### config.mk
export PLATFORM = sky130hd
export DESIGN_NAME = ctm_top
export DESIGN_NICKNAME = d
export VERILOG_FILES = /design/src/rtl/ctm_pkg.sv /design/src/rtl/ctm_period_timer.sv /design/src/rtl/ctm_top.sv
export VERILOG_INCLUDE_DIRS = /design/src /design/src/rtl
export SDC_FILE = /design/constraint.sdc
export NUM_CORES = 1
export LEC_CHECK = 0
export ABC_CLOCK_PERIOD_IN_PS = 5040
export BUFFER_PORTS_ARGS = -buffer_cell sky130_fd_sc_hd__clkbuf_2
export CAP_MARGIN = 20
export CORE_MARGIN = 4
export CORE_UTILIZATION = 57
export CTS_BUF_LIST = sky130_fd_sc_hd__clkbuf_4 sky130_fd_sc_hd__clkbuf_8 sky130_fd_sc_hd__clkbuf_16
export DETAILED_ROUTE_END_ITERATION = 6
export GPL_TIMING_DRIVEN = 0
export MAX_ROUTING_LAYER = met4
export PLACE_DENSITY_LB_ADDON = 0.08
export SETUP_SLACK_MARGIN = 0.15
export SLEW_MARGIN = 30
export SYNTH_ARGS = -nofsm -noshare
export SYNTH_HDL_FRONTEND = slang
export SYNTH_SLANG_ARGS = --single-unit
### constraint.sdc
create_clock -name MCLK_I -period 5.04 [get_ports MCLK_I]
set_input_delay 0 -clock MCLK_I [delete_from_list [all_inputs] [get_ports MCLK_I]]
set_output_delay 0 -clock MCLK_I [all_outputs]
set_load 0.02 [all_outputs]
### src/rtl/ctm_cfg.svh
// Offsets, field positions and timing counts of the time monitor.
// Assumes a 100 MHz controller clock and a 32-bit AXI4-Lite register port.
`ifndef CTM_CFG_SVH
`define CTM_CFG_SVH

// ----------------------------------------------------------------------------
// Register byte offsets
// ----------------------------------------------------------------------------
`define CTM_OFS_NOW      12'h000
`define CTM_OFS_PEAK     12'h004
`define CTM_OFS_STATUS   12'h008
`define CTM_OFS_CTRL     12'h00C
`define CTM_OFS_IRQ_STAT 12'h010
`define CTM_OFS_IRQ_MASK 12'h014

// ----------------------------------------------------------------------------
// Field positions
// ----------------------------------------------------------------------------
`define CTM_CTRL_CLEAR_BIT  0
`define CTM_CTRL_SHORT_BIT  1
`define CTM_STAT_OVER_BIT   0
`define CTM_IRQ_OVER_BIT    0
`define CTM_IRQ_PERIOD_BIT  1

// ----------------------------------------------------------------------------
// Timing
// ----------------------------------------------------------------------------
`define CTM_CLK_MHZ         100
`define CTM_PERIOD_LONG_US  444
`define CTM_PERIOD_SHORT_US 222
`define CTM_PERIOD_LONG_CYC  (`CTM_PERIOD_LONG_US * `CTM_CLK_MHZ)
`define CTM_PERIOD_SHORT_CYC (`CTM_PERIOD_SHORT_US * `CTM_CLK_MHZ)
`define CTM_US_CYC           (`CTM_CLK_MHZ)

`endif

### src/rtl/ctm_pkg.sv
// Types for the cycle processing time monitor.
// Numbers live in the constants header.
package ctm_pkg;

    // ------------------------------------------------------------------------
    // Register bus response codes
    // ------------------------------------------------------------------------
    typedef enum logic [1:0]
    {
        CTM_RESP_OKAY   = 2'b00,
        CTM_RESP_SLVERR = 2'b10
    } ctm_resp_t;

    // ------------------------------------------------------------------------
    // Measurement state
    // ------------------------------------------------------------------------
    typedef enum logic [1:0]
    {
        CTM_ST_IDLE = 2'b00,
        CTM_ST_BUSY = 2'b01,
        CTM_ST_DONE = 2'b10
    } ctm_state_t;

endpackage

### src/rtl/ctm_period_timer.sv
// Period tick generator and microsecond prescaler for the time monitor.
// Assumes an active-low reset from the top module, asserted asynchronously and released on the clock.
`timescale 1ns/1ps
`include "ctm_cfg.svh"

module ctm_period_timer
    import ctm_pkg::*;
#(
    parameter int LONG_CYC  = `CTM_PERIOD_LONG_CYC,
    parameter int SHORT_CYC = `CTM_PERIOD_SHORT_CYC,
    parameter int US_CYC    = `CTM_US_CYC
)
(
    input  wire logic clk_i,
    input  wire logic rst_n_i,
    input  wire logic short_i,
    output logic      period_tick_o,
    output logic      us_tick_o
);

    logic [31:0] per_cnt_reg;
    logic [15:0] us_cnt_reg;
    logic [31:0] per_last;

    // The period length follows the cycle selection at once, within the running period.
    assign per_last = short_i ? 32'(SHORT_CYC - 1) : 32'(LONG_CYC - 1);

    // --------------------------------------------------------------------
    // Period counter
    // --------------------------------------------------------------------
    // A shortened period ends at once if the counter is already past it.
    always_ff @(posedge clk_i or negedge rst_n_i)
    begin
        if (!rst_n_i)
        begin
            per_cnt_reg   <= 32'h0000_0000;
            period_tick_o <= 1'b0;
        end
        else if (per_cnt_reg >= per_last)
        begin
            per_cnt_reg   <= 32'h0000_0000;
            period_tick_o <= 1'b1;
        end
        else
        begin
            per_cnt_reg   <= per_cnt_reg + 32'h0000_0001;
            period_tick_o <= 1'b0;
        end
    end

    // --------------------------------------------------------------------
    // Microsecond prescaler
    // --------------------------------------------------------------------
    // Runs freely; periods are whole microseconds long.
    always_ff @(posedge clk_i or negedge rst_n_i)
    begin
        if (!rst_n_i)
        begin
            us_cnt_reg <= 16'h0000;
            us_tick_o  <= 1'b0;
        end
        else if (us_cnt_reg >= 16'(US_CYC - 1))
        begin
            us_cnt_reg <= 16'h0000;
            us_tick_o  <= 1'b1;
        end
        else
        begin
            us_cnt_reg <= us_cnt_reg + 16'h0001;
            us_tick_o  <= 1'b0;
        end
    end

endmodule

### src/rtl/ctm_top.sv
// Time monitor: busy time per period, its peak in microseconds, and an overrun flag.
// Assumes BUSY_I is on MCLK_I; registers are reached over AXI4-Lite.
//
// How it works
// - Latch busy time in microseconds each period.
// - Peak holds largest current value since clear.
// - Overrun flag sets when peak exceeds period.
// - While clear requested, peak follows current value.
// - Setting clear request drops the overrun flag.
//
// Our own choices: the AXI4-Lite slave port and the address map.
`timescale 1ns/1ps
`include "ctm_cfg.svh"

module ctm_top
    import ctm_pkg::*;
#(
    parameter int TIME_W    = 16,
    parameter int LONG_CYC  = `CTM_PERIOD_LONG_CYC,
    parameter int SHORT_CYC = `CTM_PERIOD_SHORT_CYC
)
(
    input  wire logic        MCLK_I,
    input  wire logic        RESET_N_I,
    input  wire logic        BUSY_I,
    input  wire logic [11:0] S_AXI_AWADDR_I,
    input  wire logic        S_AXI_AWVALID_I,
    output logic             S_AXI_AWREADY_O,
    input  wire logic [31:0] S_AXI_WDATA_I,
    input  wire logic [3:0]  S_AXI_WSTRB_I,
    input  wire logic        S_AXI_WVALID_I,
    output logic             S_AXI_WREADY_O,
    output logic [1:0]       S_AXI_BRESP_O,
    output logic             S_AXI_BVALID_O,
    input  wire logic        S_AXI_BREADY_I,
    input  wire logic [11:0] S_AXI_ARADDR_I,
    input  wire logic        S_AXI_ARVALID_I,
    output logic             S_AXI_ARREADY_O,
    output logic [31:0]      S_AXI_RDATA_O,
    output logic [1:0]       S_AXI_RRESP_O,
    output logic             S_AXI_RVALID_O,
    input  wire logic        S_AXI_RREADY_I,
    output logic             IRQ_O
);

    // ------------------------------------------------------------------------
    // Reset release
    // ------------------------------------------------------------------------
    logic rst_meta_reg;
    logic rst_n;

    // Assert asynchronously, release after two clean edges.
    always_ff @(posedge MCLK_I or negedge RESET_N_I)
    begin
        if (!RESET_N_I)
        begin
            rst_meta_reg <= 1'b0;
            rst_n        <= 1'b0;
        end
        else
        begin
            rst_meta_reg <= 1'b1;
            rst_n        <= rst_meta_reg;
        end
    end

    // ------------------------------------------------------------------------
    // Declarations
    // ------------------------------------------------------------------------
    logic [TIME_W-1:0] cycle_time_now_reg;
    logic [TIME_W-1:0] cycle_time_peak_reg;
    logic              peak_overrun_flag_reg;
    logic              peak_clear_request_reg;
    logic              short_cycle_reg;
    logic [1:0]        irq_stat_reg;
    logic [1:0]        irq_mask_reg;
    logic [TIME_W-1:0] acc_reg;
    logic [TIME_W-1:0] acc_next;
    ctm_state_t        state_reg;
    logic              period_tick;
    logic              us_tick;
    logic [TIME_W-1:0] limit_us;
    logic [TIME_W-1:0] peak_next;
    logic              over_set;
    logic              clear_rise;
    logic              aw_held_reg;
    logic              w_held_reg;
    logic [11:0]       aw_addr_reg;
    logic [31:0]       w_data_reg;
    logic [3:0]        w_strb_reg;
    logic              wr_fire;
    logic              wr_hit;

    // Saturating increment keeps a runaway measurement pinned at full scale.
    function automatic logic [TIME_W-1:0] sat_inc(input logic [TIME_W-1:0] v);
        sat_inc = (&v) ? v : v + TIME_W'(1);
    endfunction

    // Offset compare for both bus paths.
    function automatic logic addr_is(input logic [11:0] a, input logic [11:0] ofs);
        addr_is = ({a[11:2], 2'b00} == ofs);
    endfunction

    // ------------------------------------------------------------------------
    // Period and microsecond timing
    // ------------------------------------------------------------------------
    ctm_period_timer #(
        .LONG_CYC  (LONG_CYC),
        .SHORT_CYC (SHORT_CYC),
        .US_CYC    (`CTM_US_CYC)
    ) u_timer (
        .clk_i         (MCLK_I),
        .rst_n_i       (rst_n),
        .short_i       (short_cycle_reg),
        .period_tick_o (period_tick),
        .us_tick_o     (us_tick)
    );

    // The overrun limit in microseconds tracks the selected cycle.
    assign limit_us = short_cycle_reg ? TIME_W'(`CTM_PERIOD_SHORT_US) : TIME_W'(`CTM_PERIOD_LONG_US);

    // ------------------------------------------------------------------------
    // Busy interval measurement
    // ------------------------------------------------------------------------
    // Microseconds are counted while busy within the current period.
    always_comb
    begin
        acc_next = acc_reg;
        if (BUSY_I && us_tick)
        begin
            acc_next = sat_inc(acc_reg);
        end
    end

    // A microsecond that ends on the boundary counts in the new period.
    always_ff @(posedge MCLK_I or negedge rst_n)
    begin
        if (!rst_n)
        begin
            acc_reg   <= '0;
            state_reg <= CTM_ST_IDLE;
        end
        else if (period_tick)
        begin
            acc_reg   <= TIME_W'(BUSY_I && us_tick);
            state_reg <= CTM_ST_IDLE;
        end
        else
        begin
            acc_reg <= acc_next;
            if (BUSY_I)
            begin
                state_reg <= CTM_ST_BUSY;
            end
            else if (state_reg == CTM_ST_BUSY)
            begin
                state_reg <= CTM_ST_DONE;
            end
        end
    end

    // ------------------------------------------------------------------------
    // Current and peak time
    // ------------------------------------------------------------------------
    always_comb
    begin
        if (peak_clear_request_reg)
        begin
            peak_next = acc_reg;
        end
        else if (acc_reg > cycle_time_peak_reg)
        begin
            peak_next = acc_reg;
        end
        else
        begin
            peak_next = cycle_time_peak_reg;
        end
    end

    // Results update once per period; software cannot write them.
    always_ff @(posedge MCLK_I or negedge rst_n)
    begin
        if (!rst_n)
        begin
            cycle_time_now_reg  <= '0;
            cycle_time_peak_reg <= '0;
        end
        else if (period_tick)
        begin
            cycle_time_now_reg  <= acc_reg;
            cycle_time_peak_reg <= peak_next;
        end
    end

    // ------------------------------------------------------------------------
    // Overrun flag
    // ------------------------------------------------------------------------
    assign over_set = (cycle_time_peak_reg > limit_us);

    // A held clear request wins over detection.
    always_ff @(posedge MCLK_I or negedge rst_n)
    begin
        if (!rst_n)
        begin
            peak_overrun_flag_reg <= 1'b0;
        end
        else if (over_set && !peak_clear_request_reg)
        begin
            peak_overrun_flag_reg <= 1'b1;
        end
        else if (peak_clear_request_reg)
        begin
            peak_overrun_flag_reg <= 1'b0;
        end
    end

    // ------------------------------------------------------------------------
    // Register write path
    // ------------------------------------------------------------------------
    assign wr_fire = aw_held_reg && w_held_reg && !S_AXI_BVALID_O;
    assign wr_hit  = addr_is(aw_addr_reg, `CTM_OFS_CTRL) || addr_is(aw_addr_reg, `CTM_OFS_IRQ_STAT)
                     || addr_is(aw_addr_reg, `CTM_OFS_IRQ_MASK);

    // Address and data are captured independently, in either order.
    always_ff @(posedge MCLK_I or negedge rst_n)
    begin
        if (!rst_n)
        begin
            aw_held_reg     <= 1'b0;
            w_held_reg      <= 1'b0;
            aw_addr_reg     <= 12'h000;
            w_data_reg      <= 32'h0000_0000;
            w_strb_reg      <= 4'h0;
            S_AXI_AWREADY_O <= 1'b0;
            S_AXI_WREADY_O  <= 1'b0;
            S_AXI_BVALID_O  <= 1'b0;
            S_AXI_BRESP_O   <= CTM_RESP_OKAY;
        end
        else
        begin
            S_AXI_AWREADY_O <= !aw_held_reg && !S_AXI_AWREADY_O && S_AXI_AWVALID_I;
            S_AXI_WREADY_O  <= !w_held_reg && !S_AXI_WREADY_O && S_AXI_WVALID_I;
            if (S_AXI_AWVALID_I && S_AXI_AWREADY_O)
            begin
                aw_held_reg <= 1'b1;
                aw_addr_reg <= S_AXI_AWADDR_I;
            end
            if (S_AXI_WVALID_I && S_AXI_WREADY_O)
            begin
                w_held_reg <= 1'b1;
                w_data_reg <= S_AXI_WDATA_I;
                w_strb_reg <= S_AXI_WSTRB_I;
            end
            if (wr_fire)
            begin
                S_AXI_BVALID_O <= 1'b1;
                S_AXI_BRESP_O  <= wr_hit ? CTM_RESP_OKAY : CTM_RESP_SLVERR;
            end
            else if (S_AXI_BVALID_O && S_AXI_BREADY_I)
            begin
                S_AXI_BVALID_O <= 1'b0;
                aw_held_reg    <= 1'b0;
                w_held_reg     <= 1'b0;
            end
        end
    end

    // ------------------------------------------------------------------------
    // Control register
    // ------------------------------------------------------------------------
    // Only the control bits are writable; result registers ignore writes.
    always_ff @(posedge MCLK_I or negedge rst_n)
    begin
        if (!rst_n)
        begin
            peak_clear_request_reg <= 1'b0;
            short_cycle_reg        <= 1'b0;
        end
        else if (wr_fire && addr_is(aw_addr_reg, `CTM_OFS_CTRL) && w_strb_reg[0])
        begin
            peak_clear_request_reg <= w_data_reg[`CTM_CTRL_CLEAR_BIT];
            short_cycle_reg        <= w_data_reg[`CTM_CTRL_SHORT_BIT];
        end
    end

    // ------------------------------------------------------------------------
    // Interrupt status and mask
    // ------------------------------------------------------------------------
    assign clear_rise = over_set && !peak_overrun_flag_reg && !peak_clear_request_reg;

    // Events set sticky bits; a write of one clears, but a new event wins.
    always_ff @(posedge MCLK_I or negedge rst_n)
    begin
        if (!rst_n)
        begin
            irq_stat_reg <= 2'b00;
            irq_mask_reg <= 2'b00;
        end
        else
        begin
            if (wr_fire && addr_is(aw_addr_reg, `CTM_OFS_IRQ_MASK) && w_strb_reg[0])
            begin
                irq_mask_reg <= w_data_reg[1:0];
            end
            if (wr_fire && addr_is(aw_addr_reg, `CTM_OFS_IRQ_STAT) && w_strb_reg[0])
            begin
                irq_stat_reg <= (irq_stat_reg & ~w_data_reg[1:0]) | {period_tick, clear_rise};
            end
            else
            begin
                irq_stat_reg <= irq_stat_reg | {period_tick, clear_rise};
            end
        end
    end

    // Registered, so the line comes from a flip-flop.
    always_ff @(posedge MCLK_I or negedge rst_n)
    begin
        if (!rst_n)
        begin
            IRQ_O <= 1'b0;
        end
        else
        begin
            IRQ_O <= |(irq_stat_reg & irq_mask_reg);
        end
    end

    // ------------------------------------------------------------------------
    // Register read path
    // ------------------------------------------------------------------------
    // One read at a time; no new address while an answer is pending.
    always_ff @(posedge MCLK_I or negedge rst_n)
    begin
        if (!rst_n)
        begin
            S_AXI_ARREADY_O <= 1'b0;
            S_AXI_RVALID_O  <= 1'b0;
            S_AXI_RDATA_O   <= 32'h0000_0000;
            S_AXI_RRESP_O   <= CTM_RESP_OKAY;
        end
        else
        begin
            S_AXI_ARREADY_O <= S_AXI_ARVALID_I && !S_AXI_ARREADY_O && !S_AXI_RVALID_O;
            if (S_AXI_ARVALID_I && S_AXI_ARREADY_O)
            begin
                S_AXI_RVALID_O <= 1'b1;
                S_AXI_RRESP_O  <= CTM_RESP_OKAY;
                if (addr_is(S_AXI_ARADDR_I, `CTM_OFS_NOW))
                begin
                    S_AXI_RDATA_O <= 32'(cycle_time_now_reg);
                end
                else if (addr_is(S_AXI_ARADDR_I, `CTM_OFS_PEAK))
                begin
                    S_AXI_RDATA_O <= 32'(cycle_time_peak_reg);
                end
                else if (addr_is(S_AXI_ARADDR_I, `CTM_OFS_STATUS))
                begin
                    S_AXI_RDATA_O <= {28'h000_0000, state_reg, 1'b0, peak_overrun_flag_reg};
                end
                else if (addr_is(S_AXI_ARADDR_I, `CTM_OFS_CTRL))
                begin
                    S_AXI_RDATA_O <= {30'h0000_0000, short_cycle_reg, peak_clear_request_reg};
                end
                else if (addr_is(S_AXI_ARADDR_I, `CTM_OFS_IRQ_STAT))
                begin
                    S_AXI_RDATA_O <= {30'h0000_0000, irq_stat_reg};
                end
                else if (addr_is(S_AXI_ARADDR_I, `CTM_OFS_IRQ_MASK))
                begin
                    S_AXI_RDATA_O <= {30'h0000_0000, irq_mask_reg};
                end
                else
                begin
                    S_AXI_RDATA_O <= 32'h0000_0000;
                    S_AXI_RRESP_O <= CTM_RESP_SLVERR;
                end
            end
            else if (S_AXI_RVALID_O && S_AXI_RREADY_I)
            begin
                S_AXI_RVALID_O <= 1'b0;
            end
        end
    end

endmodule

# Word level (Yosys, flattened, before mapping)
# Cells that the tools add are included.
# totals
word_cells	136
regBits	168
rom_bits	0
latch_bits	0
mem_bits_rw	0
n_memories	0
# op_classes
eq_ne	10
addsub	3
n_mux	40
reduce_logical	45
mul	0
n_shift	0
bitwise	5
order_cmp	4
n_div	0
# ops
operator	n
2-to-1 mux 16 bit	9
== test 10 x 3 -> 1 bit, second input constant	4
adder 16 x 1 -> 16 bit, second input constant	2
adder 32 x 1 -> 32 bit, second input constant	1
>= comparator 32 bit	1
2-to-1 mux 32 bit	1
== test 10 x 2 -> 1 bit, second input constant	3
2-to-1 mux 2 bit	14
logical AND 1 bit	23
>= comparator 16 x 7 -> 1 bit, second input constant	1
> comparator 16 bit	1
> comparator 16 x 9 -> 1 bit	1
AND reduction 16 bit	1
2-to-1 mux 1 bit	14
== test 10 x 1 -> 1 bit, second input constant	1
logical NOT 10 bit	1
nonzero test 2 bit	5
logical NOT 1 bit	9
2-to-1 mux 9 bit	1
AND 2 bit	2
2-to-1 mux 4 bit	1
OR 2 bit	2
AND reduction 2 bit	2
nonzero test 3 bit	1
5 further kinds	6

# Logic depth before layout (Yosys ltp)
# logic_depth
depth_word	7
depth_mapped	9

# Modules after synthesis
# Synthesis repeated with hierarchy kept, for this count alone.
# hier_totals
cells_unflattened	618
area_unflattened_um2	7146.9
# by_module_without_submodules
mod	area_each_um2	cells_each	seq_area_each_um2	n_inst
ctm_top	4901.0	435	2452.4	1
ctm_period_timer	2245.9	183	1251.2	1

# Least setup slack after synthesis
# OpenSTA, ideal clock, no wires.
# synth_timing
kind	register -> register
from	reg acc_reg[11]
to	reg cycle_time_peak_reg[10]
required_time_ns	4.915
setup_slack_ns	2.718
n_path_buf	2
arrival_time_ns	2.196
setup_ns	0.125
period_less_slack_ns	2.322
stages_incl_launch_ff	9
cell_sequence	dfrtp_1 ha_1 nand2_1 or3_1 o41ai_1 a31o_1 buf_6 buf_12 mux2_4
# synth_between
elab_chain_cells	3
# synth_lines
element	line	rtl
start, declared	ctm_top.sv:77	logic [TIME_W-1:0] acc_reg;
start signal, assigned	ctm_top.sv:145	acc_reg <= TIME_W'(BUSY_I && us_tick);
start signal, assigned	ctm_top.sv:150	acc_reg <= acc_next;
> comparator 16 bit	ctm_top.sv:171	else if (acc_reg > cycle_time_peak_reg)
nonzero test 2 bit (no source line)	n/a	
AND reduction 2 bit (no source line)	n/a	
end signal, assigned	ctm_top.sv:192	cycle_time_peak_reg <= peak_next;
end, declared	ctm_top.sv:71	logic [TIME_W-1:0] cycle_time_peak_reg;
# Every way passes these cells.
# A chain may end at the register's enable or synchronous reset.

# Worst setup path after layout
# layout_timing
from	reg short_cycle_reg
to	reg u_timer.per_cnt_reg[16]
# layout_between
elab_chain_cells	3
# layout_lines
element	line	rtl
start, declared	ctm_top.sv:74	logic short_cycle_reg;
start signal, assigned	ctm_top.sv:283	short_cycle_reg <= w_data_reg[`CTM_CTRL_SHORT_BIT];
2-to-1 mux 16 bit	ctm_period_timer.sv:26	assign per_last = short_i ? 32'(SHORT_CYC - 1) : 32'(LONG_CYC - 1);
>= comparator 32 bit	ctm_period_timer.sv:39	else if (per_cnt_reg >= per_last)
2-to-1 mux 32 bit	ctm_period_timer.sv:39	
end signal, assigned	ctm_period_timer.sv:46	per_cnt_reg <= per_cnt_reg + 32'h0000_0001;
end, declared	ctm_period_timer.sv:21	logic [31:0] per_cnt_reg;
# Every way passes these cells.

==> impl_metrics.yaml <==
sta:
  fin_tns_setup_ns: 0
  fmax_mhz: 336
  period_needed_ns: 2.97
  finalSetupViolCount: 0
  rsz0062_at_grt: "false"
  hold_violations: 0
  max_slew.worst_pin.slew_ns: 0.752
  slew_viol_final: 0
  min_period_over_period_pct: 59.0
  fin_skew_ns: 0.00720
  relSlewSlack_pct: 49.5
die:
  die_y_um: 118
  start_util_pct: 59.1
  num_io_pins: 110
  dieArea_sq_mm: 0.0139
  dieWidth_um: 118
  core-area_sq_mm: 0.0116
  rows: 39
synth:
  yosys.area.top_type: "dfrtp_1"
  synthTopCellsByArea: "dfrtp_1 (54%), mux2_2 (6.4%), ha_1 (6.2%)"
  synth_cell_types: 56
  avgSynthCellArea_sq_um: 11.6
  seq_area_frac_synth_pct: 54.0
  synth_top_area_share_pct: 54.0
  synth_warnings: 0
  async_reset_ff_share_pct: 100
  netlist_instances: 591
  synth_edf_count: 0
  synth_seq_cells: 148
  synthFlopType: "dfrtp_1"
  synth_area_sq_mm: 0.00686
place:
  hpwl_mm: 9.70
  place_congestion: 0.857
  io_buffers: 51
clocking:
  cts-resized-gates: 0
  cts_made_buffers: 17
  cts_setup_buffers: 0
  clk_pin_slew_ns: 0.06
  cts_tree: "built"
  clockRootBuffer: "clkbuf_16"
  htreeDepth: 4
  clock_sinks: 148
  cts.path.max_buffers: 2
  ctsHoldBuffers: 29
  clk_latency_ns: 0.42
worst_setup_path:
  critPathCaptureType: "flip-flop"
  critical_path_buf_inv_count: 2
  rrSetupSlack_ns: 2.07
  cp_cell_sequence: "inv_1 > ha_1 > nand4_1 > a21oi_1 > o22ai_1 > o21ai_1 > clkbuf_1 > nor2_1"
  cp.arrival_ns: 3.26
  crit_type: "flip-flop to flip-flop"
  cp_max_fo: 11
  cp.required_ns: 5.33
  cpLargestDelayFamily: "compound AO/OA/AOI/OAI gates"
  max_stage_delay_ns: 0.67
  cp_slowest_cell: "dfrtp_1"
  critPathLaunchType: "flip-flop"
routing:
  drc: 0
  drt-total-wl_mm: 14.0
  antenna_left: 0
  dr.pass1.iters: 7
  wl_per_cell_um: 15.7
  drt_iter0_drc: 336
  vias: 4896
  vias_per_cell: 5.50
grt:
  grt.total_usage_pct: 22.4
  antenna_found_initial: 0
  grt_pass1_vias: 5094
  grt_max_degree: 45
  grt-ovfl-total: 0
  grt_pass1_wl_mm: 24.4
cells_and_area:
  drive_gt1_share_pct: 21.6
  largest_reg_flops: 32
  antenna_cells: 0
  nNetsFinal: 836
  synthToLayoutAreaGrowth_pct: 23.6
power_and_ir_drop:
  power_leakage_nw: 4.00
  power_density_mw_per_mm2: 373
  vdd_drop_max_v: 0.000333
  p_total_mw: 3.16
job:
  drv_cap: 0
min_path:
  hp-class: "input pin to flip-flop"
run_status:
  status: "finished clean"
==> final cells by class <==
type | count | area [sq um]
inverter | 26 | 97.6
fill | 833 | 3130
multi-input combinational | 425 | 3000
buffer | 33 | 216
sequential | 148 | 3710
tap | 143 | 179
clock inverter | 13 | 230
timing repair buffer | 83 | 606
clock buffer | 19 | 447
==> cells in the mapped netlist, types with 3 or more instances <==
cell / instances
dfrtp_1: 148
nor2_1: 59
mux2_2: 39
ha_1: 34
nand2_1: 32
inv_1: 26
a21oi_1: 21
buf_4: 18
xnor2_1: 18
and3_1: 17
nand4_1: 17
nand3_1: 15
xor2_1: 15
a221o_1: 12
clkbuf_1: 12
nor3_1: 11
nor4_1: 11
mux2_4: 10
a211oi_1: 9
mux2i_1: 6
o21ai_0: 6
nor3b_1: 4
o31ai_1: 4
o41ai_1: 4
a21o_1: 3
==> worst reg2reg max path, stage by stage (launching register included) <==
cell and delay, ns:
dfrtp_1 0.67, inv_1 0.33, ha_1 0.39, nand4_1 0.10, a21oi_1 0.16, o22ai_1 0.11, o21ai_1 0.54, clkbuf_1 0.44
nor2_1 0.11
==> placed cells by master (no fill, tap or decap), types with 21 or more instances in the layout <==
master | netlist | routed
dfrtp_1 | 148 | 147
nor2_1 | 59 | 59
clkbuf_2 | 0 | 51
conb_1 | 2 | 43
mux2_2 | 39 | 39
ha_1 | 34 | 34
nand2_1 | 32 | 32
dlygate4sd3_1 | 0 | 29
inv_1 | 26 | 26
a21oi_1 | 21 | 21
==> through the flow <==
stage	area (sq um)	setup WS, ns	hold slack [ns]	cells	util, %
3_5_place_dp	7510	2.07	-0.213	829	64.7
6_report	8480	2.07	0.0392	890	73.0
5_1_grt	8480	1.87	0.0892	890	73.0
4_1_cts	8480	2.06	0.0289	890	73.0
2_1_floorplan	7020	0.611	-0.296	632	-
3_3_place_gp	7450	-0.757	-0.214	826	64.2
==> routing by layer <==
metal / routed length, um / part of all wire [%] / vias to the layer above / global-route usage (%)
li1: - / - / 2356 / -
met1: 6120 / 44 / 2408 / 27.3
met2: 7020 / 50 / 106 / 36.4
met3: 554 / 4.0 / 26 / 5.81
met4: 258 / 1.8 / 0 / 7.77
met5: 0 / 0 / - / -
==> where the power goes <==
group          leakage (nW)  internal, mW  switching (mW)
Sequential             1.93          1.28          0.0758
Combinational          1.75         0.201           0.183
Clock                 0.323         0.945           0.478
Total                  4.00          2.43           0.736
==> cell families after synthesis <==
| group | synth area share, % |
|---|---|
| compound gates | 8.50 |
| xor+xnor | 4.21 |
| buf+inv | 4.58 |
| mux | 9.46 |
| simple gates | 13.0 |
| flops | 54.0 |
| fa+ha+maj | 6.20 |
| other cells | 0.109 |
==> path summary, 6_finish.rpt <==
path	end	depth (start not counted)	start
setup / recovery	u_timer.per_cnt_reg[16]$_DFF_PN0_	8	short_cycle_reg$_DFFE_PN0P_
hold / removal	S_AXI_RDATA_O[0]$_DFFE_PN0P_	5	S_AXI_ARADDR_I[5]
setup reg to reg	u_timer.per_cnt_reg[16]$_DFF_PN0_	8	short_cycle_reg$_DFFE_PN0P_
hold reg to reg	u_timer.per_cnt_reg[2]$_DFF_PN0_	0	rst_n$_DFF_PN0_
max in group asynchronous	S_AXI_RDATA_O[15]$_DFFE_PN0P_	3	rst_n$_DFF_PN0_
min in group asynchronous	u_timer.per_cnt_reg[2]$_DFF_PN0_	0	rst_n$_DFF_PN0_
Power figures use the tool's default switching activity.
